**config.mk**
```make
export PLATFORM = sky130hd
export DESIGN_NAME = autowake_and_watchdog_supervisor
export DESIGN_NICKNAME = d
export VERILOG_FILES = /design/src/design/supervisor_pkg.sv /design/src/design/autowake_and_watchdog_supervisor.sv
export SDC_FILE = /design/constraint.sdc
export NUM_CORES = 1
export LEC_CHECK = 0
export BUFFER_PORTS_ARGS = -buffer_cell sky130_fd_sc_hd__buf_4
export CORE_MARGIN = 2
export CORE_UTILIZATION = 47
export DETAILED_ROUTE_END_ITERATION = 10
export PLACE_DENSITY_LB_ADDON = 0.2
export REMOVE_ABC_BUFFERS = 1
export SLEW_MARGIN = 30
export SYNTH_ARGS = -nofsm -noshare
export SYNTH_HDL_FRONTEND = slang
export SYNTH_HIERARCHICAL = 1
export SYNTH_SLANG_ARGS = --single-unit
export TNS_END_PERCENT = 100
```
**constraint.sdc**
```tcl
create_clock -name ref_clk_i -period 2.51 [get_ports ref_clk_i]
set_input_delay 0.502 -clock ref_clk_i [delete_from_list [all_inputs] [get_ports ref_clk_i]]
set_output_delay 0.502 -clock ref_clk_i [all_outputs]
set_load 0.03 [all_outputs]
```
**src/design/supervisor_pkg.sv**
```systemverilog
// Purpose: Shared constants for the autowake and watchdog supervisor.
// Assumes: 10 MHz system clock, 32768 Hz time base derived by a divider.
// Notes:   Offsets are byte addresses on the 8-bit register port.
package supervisor_pkg;

   // --------------------------------------------------------------
   // Clocking and time base
   // --------------------------------------------------------------
   localparam int CLK_HZ         = 10_000_000;
   localparam int BASE_HZ        = 32_768;
   localparam int TICK_DIV       = CLK_HZ / BASE_HZ;
   localparam int STEP_SHORT_MS  = 2_500;
   localparam int STEP_LONG_MS   = 60_000;
   localparam int DOG_TIMEOUT_MS = 1_500;
   localparam int NEAR_US        = 1_000;
   localparam int STEP_SHORT_TICKS  = STEP_SHORT_MS * BASE_HZ / 1_000;
   localparam int STEP_LONG_TICKS   = STEP_LONG_MS * BASE_HZ / 1_000;
   localparam int DOG_TIMEOUT_TICKS = DOG_TIMEOUT_MS * BASE_HZ / 1_000;
   localparam int NEAR_TICKS        = NEAR_US * BASE_HZ / 1_000_000;

   // --------------------------------------------------------------
   // Register offsets
   // --------------------------------------------------------------
   localparam logic [15:0] OFS_DOG_RESTART = 16'h00F8;
   localparam logic [15:0] OFS_DOG_EXPIRED = 16'h2002;
   localparam logic [15:0] OFS_WAKE_CTRL   = 16'h20A9;
   localparam logic [15:0] OFS_DOG_NEAR    = 16'h20B1;
   localparam logic [15:0] OFS_IRQ_STATUS  = 16'h20C0;
   localparam logic [15:0] OFS_IRQ_MASK    = 16'h20C1;

   // --------------------------------------------------------------
   // Field positions and reset values
   // --------------------------------------------------------------
   localparam int PERIOD_MSB   = 2;
   localparam int STEP_SEL_BIT = 3;
   localparam int SLEEP_BIT    = 6;
   localparam int ARM_BIT      = 7;
   localparam int EXPIRED_BIT  = 2;
   localparam int NEAR_BIT     = 0;
   localparam int IRQ_WAKE     = 0;
   localparam int IRQ_NEAR     = 1;
   localparam int IRQ_EXPIRED  = 2;
   localparam logic [2:0] PERIOD_RST   = 3'h1;
   localparam logic       STEP_SEL_RST = 1'h0;
   localparam logic [7:0] RESTART_KEY  = 8'hFF;
   localparam logic [2:0] IRQ_MASK_RST = 3'h0;

   // --------------------------------------------------------------
   // Power modes and autowake timer states
   // --------------------------------------------------------------
   typedef enum logic [1:0] {
      MODE_FULL    = 2'h0,
      MODE_LOW     = 2'h1,
      MODE_SLEEP   = 2'h2,
      MODE_DISPLAY = 2'h3
   } power_mode_t;

   typedef enum logic [1:0] {
      T_IDLE  = 2'h0,
      T_ARMED = 2'h1,
      T_RUN   = 2'h3,
      T_FIRE  = 2'h2
   } timer_state_t;

endpackage

```
**src/design/autowake_and_watchdog_supervisor.sv**
```systemverilog
// Purpose: Autowake timer, watchdog status flags and restart control.
// Assumes: Mode input and register port are on ref_clk_i; the button,
//          system power and reset pins are asynchronous.
// Notes:   All timers advance on the 32768 Hz tick enable.
`timescale 1ns/100ps

// --------------------------------------------------------------
// Pin synchroniser with agreement filter
// --------------------------------------------------------------
module pin_sync (
   input  wire logic ref_clk_i,
   input  wire logic rst_b_i,
   input  wire logic pin_i,
   output logic      level_o,
   output logic      rise_o
);
   logic s1_ff;
   logic s2_ff;
   logic s3_ff;
   logic nxt_level;

   // Level moves only once stages two and three agree
   assign nxt_level = (s2_ff == s3_ff) ? s3_ff : level_o;

   // Three-stage chain plus filtered level and rising pulse
   always_ff @(posedge ref_clk_i or negedge rst_b_i) begin
      if (!rst_b_i) begin
         s1_ff   <= 1'h0;
         s2_ff   <= 1'h0;
         s3_ff   <= 1'h0;
         level_o <= 1'h0;
         rise_o  <= 1'h0;
      end else begin
         s1_ff   <= pin_i;
         s2_ff   <= s1_ff;
         s3_ff   <= s2_ff;
         level_o <= nxt_level;
         rise_o  <= nxt_level & ~level_o;
      end
   end
endmodule

// Functional notes
// - Writing the arm bit arms the timer and loads period and step.
// - Full-power or low-supply mode holds an armed timer and disarms a running one.
// - Sleep time is period times step; period resets to one, max seven.
// - Step select one gives one-minute steps, zero gives 2.5 seconds.
// - Near flag sets 1 ms before overflow, clears on wake falling.
// - Restart register takes whole bytes; 0xFF restarts the watchdog.
// - Expired flag sets on overflow, persists, clears while reset pin high.
// - Sleep wakes on timer expiry, button, power return or reset pin high.
module autowake_and_watchdog_supervisor #(
   parameter logic [20:0] STEP_SHORT_TICKS =
      21'(supervisor_pkg::STEP_SHORT_TICKS),
   parameter logic [20:0] STEP_LONG_TICKS  =
      21'(supervisor_pkg::STEP_LONG_TICKS),
   parameter logic [15:0] DOG_TIMEOUT_TICKS =
      16'(supervisor_pkg::DOG_TIMEOUT_TICKS)
) (
   input  wire logic        ref_clk_i,
   input  wire logic        rst_b_i,
   input  wire logic [15:0] addr_i,
   input  wire logic [7:0]  wr_data_i,
   input  wire logic        wr_en_i,
   input  wire logic        rd_en_i,
   output logic      [7:0]  rd_data_o,
   input  wire logic [1:0]  mode_i,
   input  wire logic        button_i,
   input  wire logic        sys_power_i,
   input  wire logic        reset_pin_i,
   output logic             sleep_req_o,
   output logic             wake_o,
   output logic             dog_reset_o,
   output logic             irq_o
);
   localparam logic [8:0]  TICK_LAST = 9'(supervisor_pkg::TICK_DIV - 1);
   localparam logic [15:0] NEAR_TICKS = 16'(supervisor_pkg::NEAR_TICKS);

   logic [8:0]  div_ff;
   logic        tick_ff;
   logic [2:0]  wake_period_ff;
   logic        wake_step_select_ff;
   logic        run_long_ff;
   logic [20:0] step_cnt_ff;
   logic [2:0]  left_ff;
   logic [15:0] dog_cnt_ff;
   logic        dog_near_expiry_flag_ff;
   logic        dog_expired_flag_ff;
   logic [2:0]  irq_status_ff;
   logic [2:0]  irq_mask_ff;
   logic        wake_ff;
   logic        sleep_req_ff;
   logic        dog_reset_ff;
   logic        irq_ff;
   logic [7:0]  rd_data_ff;
   supervisor_pkg::timer_state_t state_ff;
   supervisor_pkg::timer_state_t nxt_state;

   logic btn_level, btn_rise, pwr_level, pwr_rise, pin_level, pin_rise;

   // --------------------------------------------------------------
   // Pin inputs
   // --------------------------------------------------------------
   pin_sync u_btn_sync (
      .ref_clk_i (ref_clk_i), .rst_b_i (rst_b_i), .pin_i (button_i),
      .level_o (btn_level), .rise_o (btn_rise));
   pin_sync u_pwr_sync (
      .ref_clk_i (ref_clk_i), .rst_b_i (rst_b_i), .pin_i (sys_power_i),
      .level_o (pwr_level), .rise_o (pwr_rise));
   pin_sync u_pin_sync (
      .ref_clk_i (ref_clk_i), .rst_b_i (rst_b_i), .pin_i (reset_pin_i),
      .level_o (pin_level), .rise_o (pin_rise));

   // --------------------------------------------------------------
   // Register decode
   // --------------------------------------------------------------
   wire wr_ctrl    = wr_en_i && (addr_i == supervisor_pkg::OFS_WAKE_CTRL);
   wire wr_restart = wr_en_i && (addr_i == supervisor_pkg::OFS_DOG_RESTART);
   wire wr_expired = wr_en_i && (addr_i == supervisor_pkg::OFS_DOG_EXPIRED);
   wire wr_near    = wr_en_i && (addr_i == supervisor_pkg::OFS_DOG_NEAR);
   wire wr_status  = wr_en_i && (addr_i == supervisor_pkg::OFS_IRQ_STATUS);
   wire wr_mask    = wr_en_i && (addr_i == supervisor_pkg::OFS_IRQ_MASK);
   wire arm_wr     = wr_ctrl && wr_data_i[supervisor_pkg::ARM_BIT];
   wire sleep_wr   = wr_ctrl && wr_data_i[supervisor_pkg::SLEEP_BIT];
   wire restart    = wr_restart &&
                     (wr_data_i == supervisor_pkg::RESTART_KEY);

   // Battery modes let the timer run; the others hold an armed timer and disarm a running one
   wire mode_sleep = (mode_i == supervisor_pkg::MODE_SLEEP);
   wire battery    = mode_sleep || (mode_i == supervisor_pkg::MODE_DISPLAY);

   // --------------------------------------------------------------
   // Time base divider
   // --------------------------------------------------------------
   wire div_end = (div_ff == TICK_LAST);

   always_ff @(posedge ref_clk_i or negedge rst_b_i) begin
      if (!rst_b_i) begin
         div_ff  <= 9'h000;
         tick_ff <= 1'h0;
      end else begin
         div_ff  <= div_end ? 9'h000 : div_ff + 9'h001;
         tick_ff <= div_end;
      end
   end

   // --------------------------------------------------------------
   // Autowake timer
   // --------------------------------------------------------------
   // Step length fixed at arm; later control writes leave it alone
   wire [20:0] step_len = run_long_ff ? STEP_LONG_TICKS
                                      : STEP_SHORT_TICKS;
   wire step_end = (step_cnt_ff == step_len - 21'h000001);
   wire expire   = tick_ff && ((left_ff == 3'h0) ||
                   ((left_ff == 3'h1) && step_end));

   // Timer sequence: idle, armed, running, firing
   always_comb begin
      nxt_state = state_ff;
      case (state_ff)
         supervisor_pkg::T_IDLE: begin
            if (arm_wr) nxt_state = supervisor_pkg::T_ARMED;
         end
         supervisor_pkg::T_ARMED: begin
            if (!arm_wr && battery) nxt_state = supervisor_pkg::T_RUN;
         end
         supervisor_pkg::T_RUN: begin
            if (!battery) nxt_state = supervisor_pkg::T_IDLE;
            else if (arm_wr) nxt_state = supervisor_pkg::T_ARMED;
            else if (expire) nxt_state = supervisor_pkg::T_FIRE;
         end
         supervisor_pkg::T_FIRE: begin
            nxt_state = arm_wr ? supervisor_pkg::T_ARMED
                               : supervisor_pkg::T_IDLE;
         end
         default: nxt_state = supervisor_pkg::T_IDLE;
      endcase
   end

   // Settings, state and step counters
   always_ff @(posedge ref_clk_i or negedge rst_b_i) begin
      if (!rst_b_i) begin
         wake_period_ff      <= supervisor_pkg::PERIOD_RST;
         wake_step_select_ff <= supervisor_pkg::STEP_SEL_RST;
         run_long_ff         <= supervisor_pkg::STEP_SEL_RST;
         state_ff            <= supervisor_pkg::T_IDLE;
         step_cnt_ff         <= 21'h000000;
         left_ff             <= 3'h0;
      end else begin
         state_ff <= nxt_state;
         if (wr_ctrl) begin
            wake_period_ff      <= wr_data_i[supervisor_pkg::PERIOD_MSB:0];
            wake_step_select_ff <= wr_data_i[supervisor_pkg::STEP_SEL_BIT];
         end
         if (arm_wr) begin
            step_cnt_ff <= 21'h000000;
            run_long_ff <= wr_data_i[supervisor_pkg::STEP_SEL_BIT];
            left_ff     <= wr_data_i[supervisor_pkg::PERIOD_MSB:0];
         end else if (state_ff == supervisor_pkg::T_RUN && tick_ff) begin
            step_cnt_ff <= step_end ? 21'h000000 : step_cnt_ff + 21'h000001;
            if (step_end && left_ff != 3'h0) left_ff <= left_ff - 3'h1;
         end
      end
   end

   // --------------------------------------------------------------
   // Wake and sleep control
   // --------------------------------------------------------------
   wire wake_ev  = (state_ff == supervisor_pkg::T_FIRE) ||
                   (mode_sleep && (btn_rise || pwr_rise || pin_rise));
   wire wake_fall = wake_ff && !wake_ev;

   always_ff @(posedge ref_clk_i or negedge rst_b_i) begin
      if (!rst_b_i) begin
         wake_ff      <= 1'h0;
         sleep_req_ff <= 1'h0;
      end else begin
         wake_ff <= wake_ev;
         if (wake_ev || pwr_level) sleep_req_ff <= 1'h0;
         else if (sleep_wr) sleep_req_ff <= 1'h1;   // Ignored on mains
      end
   end

   // --------------------------------------------------------------
   // Watchdog counter and flags
   // --------------------------------------------------------------
   wire dog_ovf  = tick_ff && (dog_cnt_ff == DOG_TIMEOUT_TICKS - 16'h0001);
   wire near_set = tick_ff &&
                   (dog_cnt_ff == DOG_TIMEOUT_TICKS - NEAR_TICKS - 16'h0001);
   wire near_clr = wake_fall ||
                   (wr_near && !wr_data_i[supervisor_pkg::NEAR_BIT]);
   wire exp_clr  = pin_level ||
                   (wr_expired && !wr_data_i[supervisor_pkg::EXPIRED_BIT]);
   wire [2:0] events = {dog_ovf, near_set, wake_ev};
   wire [2:0] nxt_status = events |
                   (irq_status_ff & ~(wr_status ? wr_data_i[2:0] : 3'h0));

   always_ff @(posedge ref_clk_i or negedge rst_b_i) begin
      if (!rst_b_i) begin
         dog_cnt_ff              <= 16'h0000;
         dog_near_expiry_flag_ff <= 1'h0;
         dog_expired_flag_ff     <= 1'h0;
         dog_reset_ff            <= 1'h0;
      end else begin
         if (restart || dog_ovf) dog_cnt_ff <= 16'h0000;
         else if (tick_ff) dog_cnt_ff <= dog_cnt_ff + 16'h0001;
         dog_reset_ff <= dog_ovf;
         if (near_set) dog_near_expiry_flag_ff <= 1'h1;
         else if (near_clr) dog_near_expiry_flag_ff <= 1'h0;
         if (dog_ovf) dog_expired_flag_ff <= 1'h1;
         else if (exp_clr) dog_expired_flag_ff <= 1'h0;
      end
   end

   // --------------------------------------------------------------
   // Interrupt status and mask
   // --------------------------------------------------------------
   always_ff @(posedge ref_clk_i or negedge rst_b_i) begin
      if (!rst_b_i) begin
         irq_status_ff <= 3'h0;
         irq_mask_ff   <= supervisor_pkg::IRQ_MASK_RST;
         irq_ff        <= 1'h0;
      end else begin
         irq_status_ff <= nxt_status;                  // Set beats clear
         if (wr_mask) irq_mask_ff <= wr_data_i[2:0];
         irq_ff <= |(nxt_status & (wr_mask ? wr_data_i[2:0] : irq_mask_ff));
      end
   end

   // --------------------------------------------------------------
   // Read path
   // --------------------------------------------------------------
   wire [7:0] rd_ctrl = {4'h0, wake_step_select_ff, wake_period_ff};
   wire [7:0] rd_mux =
      (addr_i == supervisor_pkg::OFS_WAKE_CTRL)   ? rd_ctrl :
      (addr_i == supervisor_pkg::OFS_DOG_EXPIRED) ?
         {5'h00, dog_expired_flag_ff, 2'h0} :
      (addr_i == supervisor_pkg::OFS_DOG_NEAR)    ?
         {7'h00, dog_near_expiry_flag_ff} :
      (addr_i == supervisor_pkg::OFS_IRQ_STATUS)  ? {5'h00, irq_status_ff} :
      (addr_i == supervisor_pkg::OFS_IRQ_MASK)    ? {5'h00, irq_mask_ff} :
      8'h00;

   always_ff @(posedge ref_clk_i or negedge rst_b_i) begin
      if (!rst_b_i) rd_data_ff <= 8'h00;
      else rd_data_ff <= rd_en_i ? rd_mux : 8'h00;
   end

   assign rd_data_o   = rd_data_ff;
   assign sleep_req_o = sleep_req_ff;
   assign wake_o      = wake_ff;
   assign dog_reset_o = dog_reset_ff;
   assign irq_o       = irq_ff;
endmodule

```
# Word level (Yosys, flattened, before mapping)
# Cells that the tools add are included.
classes:
  eq_ne: 23
  n_reduce_logical: 45
  n_mux: 34
  addsub: 5
  n_bitwise: 10
ops:
  columns: ["op", "n"]
  rows:
  - ["$mux W21", 4]
  - ["$eq A16 B14 Y1 const B", 5]
  - ["$eq A16 B16 Y1 const B", 2]
  - ["$mux W16", 2]
  - ["$mux W3", 9]
  - ["$add A21 B1 Y21 const B", 1]
  - ["$eq A21 B21 Y1", 1]
  - ["$sub A21 B1 Y21 const B", 1]
  - ["$logic_and A1 B1 Y1", 20]
  - ["$add A16 B1 Y16 const B", 1]
  - ["$eq A16 B8 Y1 const B", 1]
  - ["$reduce_bool A2 Y1", 6]
  - ["$mux W1", 10]
  - ["$mux W2", 5]
  - ["$add A9 B1 Y9 const B", 1]
  - ["$eq A9 B9 Y1 const B", 1]
  - ["$logic_or A1 B1 Y1", 9]
  - ["$mux W9", 1]
  - ["$eq A2 B2 Y1 const B", 4]
  - ["$eq A8 B8 Y1 const B", 1]
  - ["$mux W4", 2]
  - ["$pmux W2 S4", 1]
  - ["$and A3 B3 Y3", 2]
  - ["$logic_not A1 Y1", 4]
  - ["other kinds (16)", 23]
totals:
  ff_bits: 88
  elab_cells: 150
  output_inout_bits: 12

# Depth between registers and ports, before layout
# Gate-level depths: netlist (run 1).
logic_depth:
  word_depth: 10
  mapped_depth: 8

# Modules after synthesis
# Netlist (run 1), hierarchy kept.
modules_own_cells:
  columns: ["mod", "seq_area_each_um2", "cells_each", "n_inst", "area_each_um2"]
  rows:
  - ["autowake_and_watchdog_supervisor", 1828.0, 408, 1, 3898.7]
  - ["pin_sync", 125.1, 7, 3, 146.4]

# Worst setup path before layout (run 1)
# Ideal clock, no wire load.
synth_timing:
  kind: "in2reg"
  from: "input port addr_i[2]"
  to: "register step_cnt_ff[19]"
  stages: 7
  slack_ns: 0.109
  setup_ns: 0.121
  path_buffers: 1
  arrival_ns: 2.280
  path_cell_list: "or4_4 > nor4_4 > a31oi_2 > buf_6 > nor4_4 > xnor2_1 > nor2_1"
synth_via:
  elab_chain_len: 4
  word_cells_on_any_way: 5
  classes_between: "eq/ne (1); mux (1); reduce/logical (3)"
synth_lines:
  columns: ["item", "line_no", "source"]
  rows:
  - ["start: declaration", "autowake_and_watchdog_supervisor.sv:62", "input wire logic [15:0] addr_i,"]
  - ["$eq A16 B14 Y1 *", "autowake_and_watchdog_supervisor.sv:117", "wire wr_ctrl = wr_en_i && (addr_i == supervisor_pkg::OFS_WAKE_CTRL);"]
  - ["$logic_and A1 B1 Y1 *", "autowake_and_watchdog_supervisor.sv:117", null]
  - ["$logic_and A1 B1 Y1 *", "autowake_and_watchdog_supervisor.sv:123", "wire arm_wr = wr_ctrl && wr_data_i[supervisor_pkg::ARM_BIT];"]
  - ["$mux W21 / $reduce_bool A2 Y1 (equally long branches)", null, null]
  - ["end signal: assignment", "autowake_and_watchdog_supervisor.sv:200", "step_cnt_ff <= step_end ? 21'h000000 : step_cnt_ff + 21'h000001;"]
  - ["end: declaration", "autowake_and_watchdog_supervisor.sv:84", "logic [20:0] step_cnt_ff;"]
# Mark *: on every way between the ends. The rest lies on a longest branch, timed or not.
# A chain may end at the register's enable or synchronous reset.

# Final worst setup path (run 1)
layout_timing:
  from: "register step_cnt_ff[15]"
  to: "register step_cnt_ff[15]"
layout_via:
  elab_chain_len: 4
  word_cells_on_any_way: 5
  classes_between: "add/sub (1); eq/ne (1); mux (3)"
layout_lines:
  columns: ["item", "line_no", "source"]
  rows:
  - ["$add A21 B1 Y21 / $eq A21 B21 Y1 (equally long branches)", "autowake_and_watchdog_supervisor.sv:200, autowake_and_watchdog_supervisor.sv:153", null]
  - ["$mux W21 *", "autowake_and_watchdog_supervisor.sv:200", null]
  - ["$mux W21 *", "autowake_and_watchdog_supervisor.sv:199", "end else if (state_ff == supervisor_pkg::T_RUN && tick_ff) begin"]
  - ["$mux W21 *", "autowake_and_watchdog_supervisor.sv:195", "if (arm_wr) begin"]
# Mark *: on every way between the ends. The rest lies on a longest branch, timed or not. The select of a mux whose other input is x is not followed.

==> metrics, run 1 <==
status complete, no violations; worst path required time 2.75 ns; CTS buffer count 9; dpl hpwl approximately 7000 um; CP Class reg2reg; grt total ovfl 0; Final Util 0.559; synthesis warning total 6; nets@finish between 500 and 600; max-slew violations 0; H-tree depth 3; commonest non-fill, non-tap cell in the layout dfrtp_1; RSZ-0062 raised after global routing false; top_reg_cell synth dfrtp_1; Core Region 0.00911 mm2; final hold viol count 0; CP Capture Type flop; GP Congestion ~0.86; Yosys reg bits just under 90; 1st-pass router iterations 4; hold crit path type in2async; Residual DRC 0; Die X 100 um; P_leak 2.33 nW; initial antenna violation count 0; post-synthesis cell count 429; Skew-Pair Late Insertion Delay 0.35 ns; max cap viols 0; cts repair resizes 0; setup bufs post-CTS 0; Wirelength per Cell roughly 15 um; Worst IR Drop VDD around 290 uV; Vert. Die Dim 100 um; clock skew 0.00754 ns; Seq/Total Area, Yosys 0.508; Worst Max-Slew Pin Slew 0.571 ns; Syn Area/Cell 10.1 um2; std cell rows 35; CP Max Fanout 7; Longest Clk Path Bufs 2; Inst Count DP 594; Cell variety after synth 58; via count roughly 3300; routed vias/inst between 5 and 6; EDFF count, synth 0; root buf cell clkbuf_8; Port Buffers 40; Power Dens Cells 497 mW/mm2; clock-pin slew on the worst setup and hold paths about 0.080 ns; Initial Util 0.476; Critical Path Start Type flop; CP arrival 2.58 ns; clock tree from TritonCTS yes; synthesized area between 0.004 and 0.005 mm2; GRT Resource Usage Total 0.204; Routed WL 9350 um; vias in the first global route approximately 3400; M1 GR Usage 0.275; share of layout cells above drive strength 1 0.219; grt met3 use 0.0313; met2 Resource Use GR 0.336; Final min period 2.35 ns; first-pass GRT wire length 16200 um; antenna viol nets, final 0; Final setup viols 0; hold buffers post-CTS 0; relative slew slack 0.616; Clock Sinks 88; Top Ports 45; most frequent cells in the layout dfrtp_1, buf_4, nor2_1; final instance area 0.00509 mm2; DIE AREA 0.0100 mm2; Tcrit/Tclk final 0.935; P&R area growth vs syn 17.4%; asr flop ratio synth 1.00; Ant. Diodes 0; post-route insts no fill 609; largest net degree at the start of global routing between 40 and 50; 1st-iter DRT viols 168; placed instance area between 0.004 and 0.005 mm2; GRT Max-Usage Layer met2; Max Freq 0.426 GHz; setup TNS 0 ns
[kinds of logic after synthesis]
kind of cell,Yosys count,synth area share
simple gates,205,0.251
flops,88,0.508
compound gates,40,0.0663
buf+inv,34,0.0352
xor+xnor,33,0.0666
mux,18,0.0441
fa+ha+maj,10,0.0280
other cells,1,0.000864
[worst paths after layout]
check	start	to	slack, ns	cells past startpoint
worst max-delay path	step_cnt_ff[15]	step_cnt_ff[15]	0.16	7
worst min-delay path	rst_b_i	rd_data_o[0]	0.14	1
worst max register to register	step_cnt_ff[15]	step_cnt_ff[15]	0.16	7
worst min register to register	u_btn_sync/s1_ff	u_btn_sync/s2_ff	0.35	0
max in group asynchronous	rst_b_i	step_cnt_ff[6]	1.71	2
min in group ref_clk_i	button_i	u_btn_sync/s1_ff	0.25	1
[critical path, stage by stage (launching register included)]
cell       delay (ns)
dfrtp_1          0.43
nand2_1          0.09
or4_1            0.61
a2111oi_4        0.40
buf_4            0.22
a21o_1           0.20
a2bb2oi_1        0.18
mux2i_1          0.09
[stage by stage]
step	power (mW)	setup slack (ns)	hold slack [ns]
global route	2.63	0.0150	0.193
detailed placement	1.60	-0.0220	0.336
floorplan	1.50	-0.0653	0.206
global placement	1.60	0.0286	0.332
finish	2.53	0.162	0.135
CTS	2.56	0.167	0.161
[registers in the layout, summed over array words and instances, names as in the netlist, 2 cells and up]
signal and cells:
left_ff 3, step_cnt_ff 21, div_ff 9, state_ff 2, wake_period_ff 3, dog_cnt_ff 16
rd_data_o 4, irq_mask_ff 3, irq_status_ff 3
[per-layer routing]
metal  share of wire  vias up
met5               0        -
met4           0.016        0
met3           0.031       12
met2            0.49       59
met1            0.46     1640
li1                -     1623
[where the power goes]
part	leakage, nW	total [mW]	switching, mW	internal, mW
registers	1.10	1.44	0.00893	1.43
clock network	0.0925	0.967	0.485	0.482
logic	1.13	0.127	0.0725	0.0541
[synth_stat cells (2+ instances only)]
library cell   n  area share
or3_1          5      0.0072
or2_2          3      0.0043
nor3b_1        2      0.0035
nor2_1        57       0.049
mux2_2         9       0.023
maj3_2         3      0.0078
nand4_1       18       0.026
nor2b_1        3      0.0043
nand2_1       38       0.033
nor3_1        17       0.020
nand2b_1       3      0.0043
and3_1         9       0.013
a31oi_1        2      0.0029
o21ai_0       12       0.014
ha_1           7       0.020
dfrtp_1       87        0.50
inv_1         20       0.017
a21oi_1       10       0.012
clkbuf_1       7      0.0061
and3b_2        3      0.0069
xor2_1        15       0.030
nor4_4         2      0.0098
buf_2          2      0.0023
nor4b_1        3      0.0061
nand3_1       20       0.023
mux2i_1        9       0.021
buf_4          4      0.0069
or4_4          2      0.0052
a21boi_0       2      0.0035
xnor2_1       18       0.036
nor4_1        10       0.014
[layout make-up]
class / count / area (um2)
clock buffers: 12 / 145
clock inverters: 3 / 42.5
fillers: 804 / 4020
inverters: 20 / 75.1
multi-input cells: 310 / 2000
flip-flops and latches: 88 / 2200
well taps: 111 / 139
repair buffers: 65 / 488
Note: power is estimated with default switching activity, not from simulation.
==> run 2, diff against run 1 <==
- SYNTH_HIERARCHICAL: 1 -> default
==> run 2 against run 1 <==
Synthesized cell count rose by 0.23%. Sequential cell count did not move. Routed wire length rose by 1.8%. First-iteration DRC count rose by 31%. Hold slack got worse by 0.046 ns. Global-route usage barely moved. Synthesized area fell by 0.92%. Maximum frequency rose by 7.7%. Non-clock buffer count fell by 5. Cell count fell by 0.82%. Combinational power barely moved. Critical path depth fell by 1. Critical endpoint is now left_ff[1]. Largest power group unchanged.
==> metrics, run 2 <==
status complete, no violations (unchanged); switching share of power 0.216 (was 0.223); dpl hpwl 6950 um (was 6970 um); share of layout cells above drive strength 1 0.194 (was 0.219); first-pass GRT wire length 16300 um (was 16200 um); 1st-iter DRT viols 220 (was 168); cts repair resizes 0 (unchanged); Residual DRC 0 (unchanged); Initial Util 0.488 (was 0.476); Logic pwr share 0.049 (was 0.050); Vert. Die Dim 99.6 um (was 100 um); synthesized area 0.00430 mm2 (was 0.00434 mm2); max FFs per register 21 (unchanged); Critical Path Start Type flop (unchanged); GP Congestion 0.839 (was 0.855); CP Class reg2reg (unchanged); via count 3489 (was 3334); grt total ovfl 0 (unchanged); Seq/Total Area, Yosys 0.513 (was 0.508); Final Util 0.574 (was 0.559); clock skew 0.0144 ns (was 0.00754 ns); Worst IR Drop VDD 306 uV (was 291 uV); antenna viol nets, final 0 (unchanged); sequential share of power 0.545 (was 0.569); Cell variety after synth 54 (was 58); Port Buffers 40 (unchanged); P_leak 2.25 nW (was 2.33 nW); Power Dens Cells 523 mW/mm2 (was 497 mW/mm2); CP Max Fanout 4 (was 7); Final setup viols 0 (unchanged); top cells by count, synth dfrtp_1, nand2_1, nor2_1 (was dfrtp_1, nor2_1, nand2_1); Syn Area/Cell 10.0 um2 (was 10.1 um2); asr flop ratio synth 1.00 (unchanged); routed vias/inst 5.78 (was 5.47); H-tree depth 3 (unchanged); P&R area growth vs syn 17.6% (was 17.4%); DIE AREA 0.00993 mm2 (was 0.0100 mm2); Top Ports 45 (unchanged); filler instances 776 (was 804); RSZ-0062 raised after global routing false (unchanged); Routed WL 9520 um (was 9350 um); CP Capture Type flop (unchanged); Core Region 0.00881 mm2 (was 0.00911 mm2); share of total power in the clock network 0.406 (was 0.381); 1st-pass router iterations 5 (was 4); worst path required time 2.77 ns (was 2.75 ns); most frequent cells in the layout dfrtp_1, buf_4, nand2_1 (was dfrtp_1, buf_4, nor2_1); commonest non-fill, non-tap cell in the layout dfrtp_1 (unchanged); post-route insts no fill 604 (was 609); Longest Clk Path Bufs 2 (unchanged); Skew-Pair Late Insertion Delay 0.35 ns (about the same); synthesis warning total 0 (was 6); Inst Count DP 588 (was 594); initial antenna violation count 0 (unchanged); CTS buffer count 9 (unchanged); largest net degree at the start of global routing 33 (was 46); Synth top area share 0.507 (was 0.502); Yosys reg bits 88 (unchanged); ranking of synthesized cells by area dfrtp_1, nand2_1, nor2_1 (was dfrtp_1, nor2_1, xnor2_1); Max Freq 0.459 GHz (was 0.426 GHz); Final min period 2.18 ns (was 2.35 ns); root buf cell clkbuf_8 (unchanged); Tcrit/Tclk final 0.868 (was 0.935); CP arrival 2.44 ns (was 2.58 ns); clock tree from TritonCTS yes (unchanged); Biggest register step_cnt_ff (unchanged); std cell rows 34 (was 35); vias in the first global route 3496 (was 3437); Ant. Diodes 0 (unchanged); clock-pin slew on the worst setup and hold paths 0.08 ns (about the same); Worst Max-Slew Pin Slew 0.647 ns (was 0.571 ns); post-synthesis cell count 430 (was 429); Die X 99.6 um (was 100 um); switching pwr 0.570 mW (was 0.566 mW); largest registers step_cnt_ff: 21 flops, dog_cnt_ff: 16 flops, div_ff: 9 flops (unchanged); final hold viol count 0 (unchanged); EDFF count, synth 0 (unchanged); max cap viols 0 (unchanged); Wirelength per Cell 15.8 um (was 15.4 um); max-slew violations 0 (unchanged); hold buffers post-CTS 0 (unchanged); Clock Sinks 88 (unchanged); relative slew slack 0.564 (was 0.616); internal power 2.07 mW (was 1.97 mW); most frequent cell after synthesis dfrtp_1 (unchanged); GRT Resource Usage Total 0.204 (about the same); area leader, netlist dfrtp_1 (unchanged); hold crit path type in2async (unchanged); top_reg_cell synth dfrtp_1 (unchanged); nets@finish 531 (was 534); setup bufs post-CTS 0 (unchanged)
==> run 2: path summary, 6_finish.rpt <==
kind                                  start           endpoint  slack [ns]  cells past startpoint
max                          step_cnt_ff[0]         left_ff[1]        0.33                      6
min                                 rst_b_i     dog_cnt_ff[13]        0.09                      1
max reg2reg                  step_cnt_ff[0]         left_ff[1]        0.33                      6
min reg2reg                u_pwr_sync.s1_ff   u_pwr_sync.s2_ff        0.35                      0
max in group asynchronous           rst_b_i  wake_period_ff[0]        1.80                      2
min in group ref_clk_i             button_i   u_btn_sync.s1_ff        0.26                      1
==> run 2: per-stage QoR <==
stage | setup slack, ns | hold WS (ns) | area (um2) | setup TNS, ns | power, mW
final | 0.331 | 0.0896 | 5060 | 0 | 2.64
after global routing | 0.145 | 0.105 | 5060 | 0 | 2.75
after CTS | 0.293 | 0.0934 | 5060 | 0 | 2.67
after detailed placement | 0.0419 | 0.337 | 4830 | 0 | 1.60
after global placement | 0.0761 | 0.336 | 4830 | 0 | 1.60
after floorplan | -0.114 | 0.206 | 4240 | -0.114 | 1.50
==> run 2: power groups by stage <==
stage / clock, mW / combinational [mW] / sequential [mW]
finish: 1.07 / 0.129 / 1.44
global route: 1.16 / 0.144 / 1.44
CTS: 1.10 / 0.132 / 1.44
detailed placement: 0 / 0.131 / 1.47
global placement: 0 / 0.130 / 1.47
floorplan: 0 / 0.0313 / 1.47
==> run 2: kinds of logic after synthesis <==
family          synth area share
mux                       0.0378
simple gates               0.250
fa+ha+maj                 0.0227
xor+xnor                  0.0387
other cells             0.000873
compound gates             0.109
flops                      0.513
buf+inv                   0.0282
==> run 2: layer usage <==
metal	up-vias	wire [um]	track usage
li1	1670	-	-
met1	1729	4430	0.281
met2	84	4570	0.335
met3	6	442	0.0316
met4	0	74	0.0622
met5	-	0	0
==> run 2: area by class of cell <==
cell class,instances,area [um2],share of cell area
clock buffer,11,141,0.0280
multi-input combinational,319,1980,0.392
inverter,13,48.8,0.00965
timing repair buffer,60,463,0.0916
tap,108,135,0.0267
clock inverter,5,80.1,0.0158
sequential,88,2200,0.436
==> run 2: worst max-delay path, stage by stage, from the launching register on <==
cell,delay [ns]
dfrtp_1,0.40
ha_1,0.24
nand4_1,0.14
nor4_1,0.52
o2111ai_1,0.30
mux2_2,0.33
o21ai_0,0.16
